`src/cs_defines.svh`:
```
`ifndef CS_DEFINES_SVH
`define CS_DEFINES_SVH

`define CS_VEC_TABLE      32'h00000000
`define CS_VEC_SP         32'h00000000
`define CS_VEC_PC         32'h00000004
`define CS_VEC_SHIFT      2
`define CS_CODE_LAST      32'h1FFFFFFF
`define CS_SRAM_BASE      32'h20000000
`define CS_SRAM_LAST      32'h3FFFFFFF
`define CS_PERI_BASE      32'h40000000
`define CS_PERI_LAST      32'h5FFFFFFF
`define CS_CORE_BASE      32'hE0000000
`define CS_CORE_LAST      32'hE00FFFFF
`define CS_DEV_BASE       32'hE0100000
`define CS_ADDR_MASK      32'hFFFFFFFE
`define CS_SP_MASK        32'hFFFFFFFC
`define CS_LINK_STATE     32'h00000001
`define CS_EXC_RETURN     32'hFFFFFFF9
`define CS_ZERO           32'h00000000
`define CS_STEP_WIDE      32'h00000004
`define CS_STEP_NARROW    32'h00000002
`define CS_EXC_THREAD     6'h00
`define CS_EXC_HARD_FAULT 6'h03
`define CS_REG_SP         4'hD
`define CS_REG_LINK       4'hE
`define CS_REG_COUNTER    4'hF
`define CS_LOW_LAST       4'h7
`define CS_SYS_W          5
`define CS_SYS_FLAGS      5'h00
`define CS_SYS_STATUS     5'h03
`define CS_SYS_EXCNUM     5'h05
`define CS_SYS_EXEC       5'h06
`define CS_SYS_MAIN_SP    5'h08
`define CS_SYS_PROC_SP    5'h09
`define CS_SYS_EXC_MASK   5'h10
`define CS_SYS_STACK_SEL  5'h14
`define CS_FLAG_LO        28
`define CS_FLAG_HI        31
`define CS_TBIT_POS       24
`define CS_SPSEL_BIT      1
`define CS_MASK_BIT       0

`endif

```
`src/cs_pkg.sv`:
```
package cs_pkg;

  typedef enum logic [3:0] {
    K_NOP  = 4'h0,
    K_MOV  = 4'h1,
    K_ADD  = 4'h2,
    K_SUB  = 4'h3,
    K_MUL  = 4'h4,
    K_B    = 4'h5,
    K_BL   = 4'h6,
    K_MSR  = 4'h7,
    K_MRS  = 4'h8,
    K_LDR  = 4'h9,
    K_STR  = 4'hA,
    K_CPS  = 4'hB,
    K_ERET = 4'hC
  } cs_kind_e;

  typedef struct packed {
    cs_kind_e    kind;
    logic        wide;
    logic        use_imm;
    logic [3:0]  rd;
    logic [3:0]  rn;
    logic [3:0]  rm;
    logic [31:0] imm;
  } cs_op_s;

  typedef enum logic [5:0] {
    S_BOOT   = 6'h01,
    S_RST_SP = 6'h02,
    S_RST_PC = 6'h04,
    S_RUN    = 6'h08,
    S_MEM    = 6'h10,
    S_VEC    = 6'h20
  } cs_state_e;

  typedef struct packed {
    logic code;
    logic sram;
    logic periph;
    logic core;
    logic dev;
  } cs_region_s;

  typedef struct packed {
    logic [3:0] flags;
    logic       tbit;
    logic [5:0] exc_num;
  } cs_status_s;

endpackage : cs_pkg

```
`src/cs_core_state.sv`:
```
`timescale 1ns/1ps
`include "cs_defines.svh"

// Overview of operation
// [RL1] lowest region holds code and data; vector table starts at address zero
// [RL2] data memory 0x20000000-0x3FFFFFFF, instruction fetch allowed there
// [RL3] peripherals at 0x40000000-0x5FFFFFFF; executing from there faults
// [RL4] core-internal registers live at 0xE0000000-0xE00FFFFF
// [RL5] after reset, word at address 0 loads the main stack pointer
// [RL6] after reset, word at address 4 loads counter; bit 0 sets state bit
// [RL7] thread mode uses process stack when stack select bit 1 is set
// [RL8] two banked stack pointers share register 13; only one visible
// [RL9] mask bit blocks configurable-priority exceptions; mask resets to zero
// [RL10] read-only field shows number of serviced exception, zero after reset
// [RL11] condition flags kept in a readable, writable status part
// [RL12] registers 0-7 reach all ops; 8-12 reachable by a subset only
// [RL13] sixteen 32-bit registers, 32-bit data path and memory interface
// [RL14] 32 by 32 multiply gives 32-bit result in one cycle
// [RL15] instructions pass through exactly two pipeline stages
// [RL16] return information saved in register 14 on calls and exception entry
// [RL17] writing register 15 redirects program flow to the written address
// [RL18] handler mode always uses main stack; stack select writes ignored
// [RL19] unmaskable exceptions ignore the mask bit
// [RL20] executing with the state bit clear raises a hard fault
// [RL21] access to an unused address region is a bus error
module cs_core_state
  import cs_pkg::*;
(
  input  logic        ref_clk,
  input  logic        nrst,
  input  logic        op_valid,
  input  cs_op_s      op,
  output logic        op_ready,
  output logic        flush,
  output logic        bus_req,
  output logic        bus_write,
  output logic [31:0] bus_addr,
  output logic [31:0] bus_wdata,
  input  logic [31:0] bus_rdata,
  input  logic        bus_ready,
  input  logic        bus_err,
  input  logic        exc_req,
  input  logic [5:0]  exc_num,
  input  logic        exc_cfg,
  output logic        exc_ack,
  output logic        hard_fault,
  output logic [31:0] counter_out,
  output cs_status_s  status_out,
  output logic        mask_out,
  output logic        spsel_out
);

  logic              rst_n_q1;
  logic              rst_n;
  cs_state_e         state_reg;
  logic [12:0][31:0] gpr_reg;
  logic [31:0]       main_sp_reg;
  logic [31:0]       proc_sp_reg;
  logic [31:0]       link_reg;
  logic [31:0]       prog_cnt_reg;
  logic [3:0]        flag_reg;
  logic              tbit_reg;
  logic              mask_reg;
  logic              spsel_reg;
  logic [5:0]        exc_num_reg;
  cs_op_s            s1_reg;
  logic              s1_valid_reg;
  logic              ready_reg;
  logic              flush_reg;
  logic              ack_reg;
  logic              fault_reg;
  logic              req_reg;
  logic              write_reg;
  logic [31:0]       addr_reg;
  logic [31:0]       wdata_reg;
  logic [3:0]        ld_rd_reg;

  logic              handler;
  logic              use_proc_sp;
  logic              exec_go;
  logic              exec_ok;
  logic              fault_now;
  logic              mem_fault;
  logic              take_int;
  logic              enter_exc;
  logic              is_mem;
  logic              ld_done;
  logic              redirect;
  logic              f_exec_ok;
  logic              d_mapped;
  logic              set_flags;
  logic              branch;
  logic              wr_en;
  logic [3:0]        wr_idx;
  logic [31:0]       wr_data;
  logic [31:0]       cur_sp;
  logic [31:0]       a_val;
  logic [31:0]       b_val;
  logic [31:0]       bb;
  logic [31:0]       s_val;
  logic [31:0]       d_addr;
  logic [31:0]       step;
  logic [31:0]       res;
  logic [31:0]       target;
  logic [31:0]       sys_val;
  logic [32:0]       sum;
  logic [3:0]        res_flags;
  logic [5:0]        enter_num;
  logic [`CS_SYS_W-1:0] sys_sel;
  cs_region_s        f_region;
  cs_region_s        d_region;

  function automatic logic [31:0] read_reg(input logic [3:0]        idx,
                                           input logic [12:0][31:0] g,
                                           input logic [31:0]       sp,
                                           input logic [31:0]       lk,
                                           input logic [31:0]       pc);
    logic [31:0] v;
    case (idx)
      `CS_REG_SP:      v = sp; // RL8
      `CS_REG_LINK:    v = lk;
      `CS_REG_COUNTER: v = pc;
      default:         v = g[idx];
    endcase
    return v;
  endfunction : read_reg

  function automatic logic low_ok(input cs_op_s o);
    logic hi;
    hi = (o.rd > `CS_LOW_LAST) || (o.rn > `CS_LOW_LAST)
      || (!o.use_imm && (o.rm > `CS_LOW_LAST));
    case (o.kind)
      K_SUB, K_MUL, K_LDR, K_STR: low_ok = !hi; // RL12
      default:                    low_ok = 1'b1;
    endcase
  endfunction : low_ok

  // reset release through two stages
  always_ff @(posedge ref_clk or negedge nrst) begin
    if (!nrst) begin
      rst_n_q1 <= 1'b0;
      rst_n    <= 1'b0;
    end else begin
      rst_n_q1 <= 1'b1;
      rst_n    <= rst_n_q1;
    end
  end

  cs_addr_map u_fetch_map (
    .addr    (prog_cnt_reg),
    .region  (f_region),
    .mapped  (),
    .exec_ok (f_exec_ok)
  );

  cs_addr_map u_data_map (
    .addr    (d_addr),
    .region  (d_region),
    .mapped  (d_mapped),
    .exec_ok ()
  );

  assign handler     = (exc_num_reg != `CS_EXC_THREAD);
  assign use_proc_sp = spsel_reg && !handler; // RL7 RL18
  assign cur_sp      = use_proc_sp ? proc_sp_reg : main_sp_reg; // RL8
  assign a_val   = read_reg(s1_reg.rn, gpr_reg, cur_sp, link_reg, prog_cnt_reg);
  assign s_val   = read_reg(s1_reg.rd, gpr_reg, cur_sp, link_reg, prog_cnt_reg);
  assign b_val   = s1_reg.use_imm ? s1_reg.imm
                 : read_reg(s1_reg.rm, gpr_reg, cur_sp, link_reg, prog_cnt_reg);
  assign d_addr  = a_val + b_val;
  assign step    = s1_reg.wide ? `CS_STEP_WIDE : `CS_STEP_NARROW;
  assign sys_sel = s1_reg.imm[`CS_SYS_W-1:0];
  assign is_mem  = (s1_reg.kind == K_LDR) || (s1_reg.kind == K_STR);
  // second stage executes whatever the first stage holds
  assign exec_go = (state_reg == S_RUN) && s1_valid_reg; // RL15
  assign fault_now = exec_go && (!tbit_reg || !f_exec_ok || !low_ok(s1_reg)
                   || (is_mem && !d_mapped)); // RL20 RL3 RL21 RL12
  assign mem_fault = (state_reg == S_MEM) && req_reg && bus_ready && bus_err;
  assign ld_done   = (state_reg == S_MEM) && req_reg && bus_ready && !bus_err
                  && !write_reg;
  // no nesting: a handler runs to its return before the next request
  assign take_int  = (state_reg == S_RUN) && exc_req && !handler
                  && (!mask_reg || !exc_cfg); // RL9 RL19
  assign enter_exc = fault_now || mem_fault || take_int;
  assign enter_num = (fault_now || mem_fault) ? `CS_EXC_HARD_FAULT : exc_num;
  assign exec_ok   = exec_go && !enter_exc;
  assign redirect  = (exec_ok && branch)
                  || (wr_en && (wr_idx == `CS_REG_COUNTER)); // RL17

  always_comb begin
    case (sys_sel)
      `CS_SYS_FLAGS:     sys_val = 32'(flag_reg) << `CS_FLAG_LO; // RL11
      `CS_SYS_EXEC:      sys_val = 32'(tbit_reg) << `CS_TBIT_POS;
      `CS_SYS_EXCNUM:    sys_val = 32'(exc_num_reg); // RL10
      `CS_SYS_STATUS:    sys_val = (32'(flag_reg) << `CS_FLAG_LO)
                                 | (32'(tbit_reg) << `CS_TBIT_POS)
                                 | 32'(exc_num_reg);
      `CS_SYS_MAIN_SP:   sys_val = main_sp_reg;
      `CS_SYS_PROC_SP:   sys_val = proc_sp_reg;
      `CS_SYS_EXC_MASK:  sys_val = 32'(mask_reg) << `CS_MASK_BIT;
      `CS_SYS_STACK_SEL: sys_val = 32'(spsel_reg) << `CS_SPSEL_BIT;
      default:           sys_val = `CS_ZERO;
    endcase
  end

  always_comb begin
    bb        = (s1_reg.kind == K_SUB) ? ~b_val : b_val;
    sum       = {1'b0, a_val} + {1'b0, bb}
              + {`CS_ZERO, s1_reg.kind == K_SUB};
    res       = sum[31:0];
    res_flags = {res[31], res == `CS_ZERO, sum[32],
                 (a_val[31] == bb[31]) && (res[31] != a_val[31])};
    set_flags = 1'b0;
    wr_en     = 1'b0;
    branch    = 1'b0;
    target    = b_val;
    case (s1_reg.kind)
      K_MOV: begin
        res   = b_val;
        wr_en = 1'b1;
      end
      K_ADD, K_SUB: begin
        wr_en     = 1'b1;
        set_flags = 1'b1; // RL11
      end
      K_MUL: begin
        // full array multiplier: costs area, keeps the op single-cycle
        res       = a_val * b_val; // RL14
        res_flags = {res[31], res == `CS_ZERO, flag_reg[1:0]};
        wr_en     = 1'b1;
        set_flags = 1'b1;
      end
      K_B, K_BL: begin
        branch = 1'b1; // RL17
      end
      K_ERET: begin
        branch = 1'b1;
        target = a_val;
      end
      K_MRS: begin
        res   = sys_val;
        wr_en = 1'b1;
      end
      default: begin
        wr_en = 1'b0;
      end
    endcase
    wr_en   = wr_en && exec_ok;
    wr_idx  = s1_reg.rd;
    wr_data = res;
    if (ld_done) begin
      wr_en   = 1'b1;
      wr_idx  = ld_rd_reg;
      wr_data = bus_rdata;
    end
  end

  // sequencer and system bus master
  always_ff @(posedge ref_clk or negedge rst_n) begin
    if (!rst_n) begin
      state_reg <= S_BOOT;
      req_reg   <= 1'b0;
      write_reg <= 1'b0;
      addr_reg  <= `CS_ZERO;
      wdata_reg <= `CS_ZERO;
      ld_rd_reg <= `CS_REG_SP;
    end else begin
      case (state_reg)
        S_BOOT: begin
          req_reg   <= 1'b1;
          write_reg <= 1'b0;
          addr_reg  <= `CS_VEC_SP; // RL5
          state_reg <= S_RST_SP;
        end
        S_RST_SP: begin
          if (bus_ready) begin
            addr_reg  <= `CS_VEC_PC; // RL6
            state_reg <= S_RST_PC;
          end
        end
        S_RST_PC: begin
          if (bus_ready) begin
            req_reg   <= 1'b0;
            state_reg <= S_RUN;
          end
        end
        S_RUN: begin
          if (enter_exc) begin
            req_reg   <= 1'b1;
            write_reg <= 1'b0;
            addr_reg  <= `CS_VEC_TABLE
                       + (32'(enter_num) << `CS_VEC_SHIFT); // RL1
            state_reg <= S_VEC;
          end else if (exec_ok && is_mem) begin
            req_reg   <= 1'b1;
            write_reg <= (s1_reg.kind == K_STR);
            addr_reg  <= d_addr;
            wdata_reg <= s_val; // RL13
            ld_rd_reg <= s1_reg.rd;
            state_reg <= S_MEM;
          end
        end
        S_MEM: begin
          if (mem_fault) begin
            write_reg <= 1'b0;
            addr_reg  <= `CS_VEC_TABLE
                       + (32'(enter_num) << `CS_VEC_SHIFT);
            state_reg <= S_VEC;
          end else if (bus_ready) begin
            req_reg   <= 1'b0;
            state_reg <= S_RUN;
          end
        end
        S_VEC: begin
          if (bus_ready) begin
            req_reg   <= 1'b0;
            state_reg <= S_RUN;
          end
        end
        default: begin
          req_reg   <= 1'b0;
          state_reg <= S_BOOT;
        end
      endcase
    end
  end

  // register file, banked stack pointers, link register
  always_ff @(posedge ref_clk or negedge rst_n) begin
    if (!rst_n) begin
      gpr_reg     <= '0;
      main_sp_reg <= `CS_ZERO;
      proc_sp_reg <= `CS_ZERO;
      link_reg    <= `CS_ZERO;
    end else begin
      if (state_reg == S_RST_SP && bus_ready) begin
        main_sp_reg <= bus_rdata & `CS_SP_MASK; // RL5
      end else if (exec_ok && s1_reg.kind == K_MSR
                   && sys_sel == `CS_SYS_MAIN_SP) begin
        main_sp_reg <= a_val & `CS_SP_MASK;
      end else if (wr_en && wr_idx == `CS_REG_SP && !use_proc_sp) begin
        main_sp_reg <= wr_data & `CS_SP_MASK; // RL8
      end
      if (exec_ok && s1_reg.kind == K_MSR && sys_sel == `CS_SYS_PROC_SP) begin
        proc_sp_reg <= a_val & `CS_SP_MASK;
      end else if (wr_en && wr_idx == `CS_REG_SP && use_proc_sp) begin
        proc_sp_reg <= wr_data & `CS_SP_MASK; // RL7
      end
      if (enter_exc) begin
        link_reg <= `CS_EXC_RETURN; // RL16
      end else if (exec_ok && s1_reg.kind == K_BL) begin
        link_reg <= (prog_cnt_reg + step) | `CS_LINK_STATE; // RL16
      end else if (wr_en && wr_idx == `CS_REG_LINK) begin
        link_reg <= wr_data;
      end
      if (wr_en && wr_idx < `CS_REG_SP) begin
        gpr_reg[wr_idx] <= wr_data; // RL13
      end
    end
  end

  // program counter and execution state bit
  always_ff @(posedge ref_clk or negedge rst_n) begin
    if (!rst_n) begin
      prog_cnt_reg <= `CS_ZERO;
      tbit_reg     <= 1'b0;
    end else if ((state_reg == S_RST_PC || state_reg == S_VEC) && bus_ready) begin
      prog_cnt_reg <= bus_rdata & `CS_ADDR_MASK; // RL6
      tbit_reg     <= bus_rdata[0]; // RL6
    end else if (wr_en && wr_idx == `CS_REG_COUNTER) begin
      prog_cnt_reg <= wr_data & `CS_ADDR_MASK; // RL17
    end else if (exec_ok && branch) begin
      prog_cnt_reg <= target & `CS_ADDR_MASK; // RL17
    end else if (exec_ok) begin
      prog_cnt_reg <= prog_cnt_reg + step;
    end
  end

  // flags, exception mask, stack select, exception number
  always_ff @(posedge ref_clk or negedge rst_n) begin
    if (!rst_n) begin
      flag_reg    <= '0;
      mask_reg    <= 1'b0;
      spsel_reg   <= 1'b0;
      exc_num_reg <= `CS_EXC_THREAD;
    end else begin
      if (exec_ok && set_flags) begin
        flag_reg <= res_flags; // RL11
      end else if (exec_ok && s1_reg.kind == K_MSR
                   && (sys_sel == `CS_SYS_FLAGS || sys_sel == `CS_SYS_STATUS)) begin
        flag_reg <= a_val[`CS_FLAG_HI:`CS_FLAG_LO]; // RL11
      end
      if (exec_ok && s1_reg.kind == K_CPS) begin
        mask_reg <= s1_reg.imm[`CS_MASK_BIT]; // RL9
      end else if (exec_ok && s1_reg.kind == K_MSR
                   && sys_sel == `CS_SYS_EXC_MASK) begin
        mask_reg <= a_val[`CS_MASK_BIT]; // RL9
      end
      if (exec_ok && s1_reg.kind == K_MSR && sys_sel == `CS_SYS_STACK_SEL
          && !handler) begin
        spsel_reg <= a_val[`CS_SPSEL_BIT]; // RL18
      end
      if (enter_exc) begin
        exc_num_reg <= enter_num; // RL10
      end else if (exec_ok && s1_reg.kind == K_ERET) begin
        exc_num_reg <= `CS_EXC_THREAD;
      end
    end
  end

  // first pipeline stage and handshake; redirects squash wrong-path ops
  always_ff @(posedge ref_clk or negedge rst_n) begin
    if (!rst_n) begin
      s1_reg       <= '0;
      s1_valid_reg <= 1'b0;
      ready_reg    <= 1'b0;
      flush_reg    <= 1'b0;
      ack_reg      <= 1'b0;
      fault_reg    <= 1'b0;
    end else begin
      if (enter_exc || redirect) begin
        s1_valid_reg <= 1'b0;
      end else if (op_valid && ready_reg) begin
        s1_reg       <= op; // RL15
        s1_valid_reg <= 1'b1;
      end else if (exec_ok) begin
        s1_valid_reg <= 1'b0;
      end
      ready_reg <= ((state_reg == S_RUN) && !enter_exc && !(exec_ok && is_mem))
                || (state_reg == S_RST_PC && bus_ready)
                || (state_reg == S_VEC && bus_ready)
                || (state_reg == S_MEM && bus_ready && !bus_err);
      flush_reg <= enter_exc || redirect;
      ack_reg   <= take_int && !fault_now;
      fault_reg <= fault_now || mem_fault; // RL20 RL21
    end
  end

  assign op_ready    = ready_reg;
  assign flush       = flush_reg;
  assign bus_req     = req_reg;
  assign bus_write   = write_reg;
  assign bus_addr    = addr_reg;
  assign bus_wdata   = wdata_reg;
  assign exc_ack     = ack_reg;
  assign hard_fault  = fault_reg;
  assign counter_out = prog_cnt_reg;
  assign status_out  = {flag_reg, tbit_reg, exc_num_reg};
  assign mask_out    = mask_reg;
  assign spsel_out   = spsel_reg;
endmodule : cs_core_state

```
`src/cs_addr_map.sv`:
```
`timescale 1ns/1ps
`include "cs_defines.svh"

module cs_addr_map
  import cs_pkg::*;
(
  input  logic [31:0] addr,
  output cs_region_s  region,
  output logic        mapped,
  output logic        exec_ok
);

  always_comb begin
    region.code   = (addr <= `CS_CODE_LAST); // RL1
    region.sram   = (addr >= `CS_SRAM_BASE) && (addr <= `CS_SRAM_LAST); // RL2
    region.periph = (addr >= `CS_PERI_BASE) && (addr <= `CS_PERI_LAST); // RL3
    region.core   = (addr >= `CS_CORE_BASE) && (addr <= `CS_CORE_LAST); // RL4
    region.dev    = (addr >= `CS_DEV_BASE);
    // the hole between peripherals and core space answers nothing
    mapped  = region.code || region.sram || region.periph
           || region.core || region.dev; // RL21
    // only code and data memory may supply instructions
    exec_ok = region.code || region.sram; // RL2 RL3
  end

endmodule : cs_addr_map

```
`config.mk`:
```
export PLATFORM = sky130hd
export DESIGN_NAME = cs_core_state
export DESIGN_NICKNAME = d
export VERILOG_FILES = /design/src/cs_pkg.sv /design/src/cs_core_state.sv /design/src/cs_addr_map.sv
export VERILOG_INCLUDE_DIRS = /design/src /design/src/src
export SDC_FILE = /design/constraint.sdc
export NUM_CORES = 2
export LEC_CHECK = 0
export BUFFER_PORTS_ARGS = -buffer_cell sky130_fd_sc_hd__buf_4
export CORE_MARGIN = 5
export CORE_UTILIZATION = 67
export DETAILED_ROUTE_END_ITERATION = 10
export GPL_TIMING_DRIVEN = 0
export PLACE_DENSITY = 0.88
export SYNTH_ARGS = -nofsm -noshare
export SYNTH_HDL_FRONTEND = slang
export SYNTH_SLANG_ARGS = --single-unit
```
`constraint.sdc`:
```
create_clock -name ref_clk -period 50 [get_ports ref_clk]
set_input_delay 10 -clock ref_clk [delete_from_list [all_inputs] [get_ports ref_clk]]
set_output_delay 10 -clock ref_clk [all_outputs]
set_load 0.005 [all_outputs]
```
==> results of run 1 <==
[logic make-up after synthesis]
group	share of synthesized area, %
AND/OR/NAND/NOR	13.8
AO/OA/AOI/OAI	17.3
buffers and inverters	7.08
flip-flops	27.4
adder cells (fa/ha/maj)	16.9
multiplexers	14.6
XOR/XNOR	2.92
other	0.0120
[per-stage QoR]
step	setup slack (ns)	std cells	area [µm²]	hold slack [ns]
floorplan	29.50	6826	62600	0.331
global placement	21.59	8287	65700	0.343
detailed placement	33.97	8312	66300	0.285
CTS	34.38	8449	68900	0.290
[Yosys cell counts (all sizes together) (16+ instances only)]
cell	n
nor3	40
o221ai	48
a21o	59
or2	16
a221oi	34
nor2b	42
a22oi	22
a31oi	50
o211ai	93
clkbuf	382
xnor2	142
and3	33
o21ai	676
dfrtp	681
ha	187
nand3	91
nand4	25
and2	77
a211oi	74
a21oi	216
o22ai	85
or3	18
fa	411
nor4	20
mux2i	132
nand2	1033
mux2	145
nand2b	45
o21bai	26
inv	544
o21a	25
o31ai	92
a221o	21
xor2	40
nor2	543
buf	160
mux4	275
[routing by layer]
layer / GRT usage [%] / overflow
met5: 39.0 / 1
met4: 73.8 / 178
met3: 67.3 / 18
met2: 92.9 / 248
met1: 77.8 / 18
==> results.py, run 1 <==
metrics = {
    "run_status": {
        "stop_stage": "global routing",
        "error_line": "[ERROR GRT-0116] Global routing finished with congestion. Check the congestion regions in the DRC Viewer.",
        "status": "aborted with a tool error",
    },
    "clock_network": {
        "cts_made_buffers": 77,
        "cts_max_path_buffers": 3,
        "cts_hold_buf": 0,
        "clockRootBuffer": "clkbuf_16",
        "cts_max_level": 3,
        "cts_setup_buffers": 0,
        "clkSinkCount": 685,
        "post_cts_resized": 0,
    },
    "synth": {
        "yosysWarningCount": 0,
        "synth_top_area_share_pct": 27.2,
        "synth_cell_type_count": 106,
        "synth_seq_cells": 685,
        "synth_area_leaders": "dfrtp_1, fa_1, mux4_2, nand2_1, o21ai_0",
        "yosys.area.top_type": "dfrtp_1",
        "synth-edff-count": 0,
        "synth_area_um2": 62600,
        "synth-async-reset-ratio_pct": 100,
        "synth_nets": 7519,
        "netlist_instances": 6826,
        "synth_top_flop_cell": "dfrtp_1",
        "syn_area_per_cell_um2": 9.17,
        "yosysSeqAreaShare_pct": 27.4,
    },
    "global_route": {
        "grt_pass1_wl_um": 564000,
        "grt_max_degree": 73,
        "grt-ovfl-total": 463,
        "grt_pass1_vias": 72881,
        "gr-usage-all-layers_pct": 78.2,
    },
    "floorplanning": {
        "num_rows": 112,
        "die_h_um": 316,
        "initial_utilization_pct": 67.2,
        "die_w_um": 316,
        "ioPinCount": 210,
    },
    "placement": {
        "io_buffers": 207,
        "gp_congestion": 1.35,
        "dp_hpwl_um": 264000,
    },
}
==> run 2, diff against run 1 <==
--- a/config.mk
+++ b/config.mk
@@ -8,10 +8,10 @@
 export LEC_CHECK = 0
 export BUFFER_PORTS_ARGS = -buffer_cell sky130_fd_sc_hd__buf_4
 export CORE_MARGIN = 5
-export CORE_UTILIZATION = 67
+export CORE_UTILIZATION = 40
 export DETAILED_ROUTE_END_ITERATION = 10
 export GPL_TIMING_DRIVEN = 0
-export PLACE_DENSITY = 0.88
+export PLACE_DENSITY_LB_ADDON = 0.15
 export SYNTH_ARGS = -nofsm -noshare
 export SYNTH_HDL_FRONTEND = slang
 export SYNTH_SLANG_ARGS = --single-unit
==> run 2 against run 1 <==
The flow now finishes, with violations (capacitance limit, slew limit). Synthesized area is the same. Synthesized cell count is the same.
==> results.py, run 2 <==
metrics = {
    "floorplanning": {
        "die_h_um": 405,
        "die_area_um2": 164000,
        "core_area_um2": 156000,
        "initial_utilization_pct": 40.1,
        "ioPinCount": 210,
        "num_rows": 145,
        "die_w_um": 405,
    },
    "synth": {
        "yosysSeqAreaShare_pct": 27.4,
        "synth-async-reset-ratio_pct": 100,
        "synth_xor_area_share_pct": 2.92,
        "synth_cell_type_count": 106,
        "yosys.area.top_type": "dfrtp_1",
        "synth-simple-area-share_pct": 13.8,
        "synth_top_area_share_pct": 27.2,
        "yosysWarningCount": 0,
        "synth_top_flop_cell": "dfrtp_1",
        "synth_compound_area_share_pct": 17.3,
        "synth-adder-area-share_pct": 16.9,
        "synth_nets": 7519,
        "netlist_instances": 6826,
        "synth-edff-count": 0,
        "syn_area_per_cell_um2": 9.17,
        "muxShareOfSynthArea_pct": 14.6,
        "synth_area_leaders": "dfrtp_1, fa_1, mux4_2, nand2_1, o21ai_0",
        "synth_seq_cells": 685,
        "synth_area_um2": 62600,
        "synth_common_cells": "nand2_1, dfrtp_1, o21ai_0",
        "synth_top_family_by_area": "compound AO/OA/AOI/OAI gates",
        "yosysMostFrequentCell": "nand2_1",
    },
    "clock_network": {
        "clockRootBuffer": "clkbuf_16",
        "post_cts_resized": 0,
        "clock_latency_ns": 0.78,
        "cts_max_level": 3,
        "cts_made_buffers": 87,
        "cts_max_path_buffers": 3,
        "cts.clk_slew.worst_paths_ns": 0.06,
        "cts_hold_buf": 0,
        "cts_tree": "yes",
        "cts_setup_buffers": 0,
        "clkSinkCount": 685,
    },
    "timing": {
        "fin_setup_tns_ns": 0,
        "slew_headroom_pct": -6.51,
        "tightest_slew_ns": 1.60,
        "grt_setup_unrepaired": "false",
        "slew_violations": 177,
        "finalHoldViolCount": 0,
        "period_share_pct": 35.5,
        "finClkSkew_ns": 0.0519,
        "fmax_ghz": 0.0564,
        "finalSetupViolCount": 0,
        "final.min_clock_period_ns": 17.73,
    },
    "detailed_routing": {
        "initialDrtViolationCount": 8819,
        "drt-total-wl_um": 410000,
        "vias": 63359,
        "drc_errors": 0,
        "first_pass_iters": 6,
        "viasPerCell": 6.80,
        "antenna_left": 0,
        "wl_per_cell_um": 44.0,
    },
    "run_status": {
        "violations": "capacitance limit, slew limit",
        "status": "complete, but fails checks",
    },
    "placement": {
        "dpl-instance-area_um2": 67600,
        "gp_congestion": 1.11,
        "dp_hpwl_um": 323000,
        "io_buffers": 207,
    },
    "global_route": {
        "grt_pass1_wl_um": 544000,
        "grt_antenna_before_repair": 46,
        "grt_max_degree": 72,
        "grt_pass1_vias": 61362,
        "gr-usage-all-layers_pct": 49.1,
        "grt-ovfl-total": 0,
    },
    "setup_path": {
        "timing.rr.start": "s1_reg[44]",
        "worstPathArrival_ns": 18.32,
        "cp_num_buf_inv": 18,
        "startpoint": "s1_reg[44]",
        "worst-setup-path-type": "reg -> reg",
        "cp_data_required_time_ns": 50.59,
        "start_kind": "flop",
        "worstSetupEndpointType": "flop",
        "crit_family": "buffers and inverters",
        "critPathMaxStageDelay_ns": 1.18,
        "slowest_stage": "a2bb2oi_1",
        "worst-path-max-fanout": 10,
    },
    "layout": {
        "nets": 7855,
        "design_area_um2": 70700,
        "final_common_cell": "nand2_1",
        "final_cell_mix": "nand2_1, dfrtp_1, o21ai_0",
        "area_delta_synth_final_pct": 13.0,
        "drive_gt1_share_pct": 14.3,
        "largest_register_ffs": 416,
    },
    "flow_run": {
        "drv_cap": 19,
    },
    "hold_path": {
        "hold_path.class": "reg -> async",
    },
}
## run 2: worst paths after layout
kind / to / slack (ns) / cells after the start
setup / recovery: gpr_reg[382] / 32.27 / 41
hold / removal: gpr_reg[46] / 0.35 / 0
setup reg to reg: gpr_reg[382] / 32.27 / 41
hold reg to reg: gpr_reg[46] / 0.35 / 0
max in group asynchronous: rst_n / 40.90 / 1
min in group ref_clk: rst_n / 0.35 / 0
## run 2: layout make-up
type	instances	area, µm²
antenna	25	62.6
clock buffer	120	2500
fill	15505	85200
timing repair buffer	247	2220
tap	2058	2570
buffer	542	2380
sequential	685	17200
inverter	551	2070
multi-input combinational	5048	41200
clock inverter	43	515
## run 2: worst register-to-register path: cells and delay by family (launching register included)
kind | cells | cell delay, ns
adders and majority gates | 10 | 4.42
and+or+nand+nor | 2 | 0.38
AOI/OAI and AO/OA | 10 | 3.38
DFF | 1 | 0.33
xor gates and xnor gates | 1 | 1.03
buffers and inverters | 18 | 7.99
## run 2: per-stage QoR
step / std cells / util [%] / hold slack, ns / setup WS, ns
2_1_floorplan: 6826 / - / 0.331 / 29.50
3_3_place_gp: 9091 / 42.8 / 0.340 / 19.15
3_5_place_dp: 9129 / 43.3 / 0.336 / 33.66
4_1_cts: 9292 / 45.3 / 0.349 / 33.57
5_1_grt: 9295 / 45.3 / 0.370 / 32.67
6_report: 9319 / 45.3 / 0.346 / 32.27
## run 2: layer usage
| layer | part of all wire (%) | GRT usage [%] | vias to the layer above |
|---|---|---|---|
| met5 | 0.030 | 0.208 | - |
| met3 | 11 | 16.2 | 1840 |
| li1 | - | - | 24556 |
| met4 | 13 | 48.8 | 20 |
| met2 | 42 | 71.4 | 5074 |
| met1 | 34 | 55.9 | 31869 |
## run 2: cells by family (layout without fill, tap and decap cells)
kind of cell | Yosys count | in the layout
xor gates and xnor gates | 192 | 192
DFF | 685 | 685
AOI/OAI and AO/OA | 1684 | 1684
adders and majority gates | 598 | 598
buffers and inverters | 1093 | 1503
muxes | 552 | 552
other | 2 | 27
and+or+nand+nor | 2020 | 2020
Power of run 2 is not shown: default switching activity piles up to over one toggle a cycle in this logic, so the estimate is an artifact.
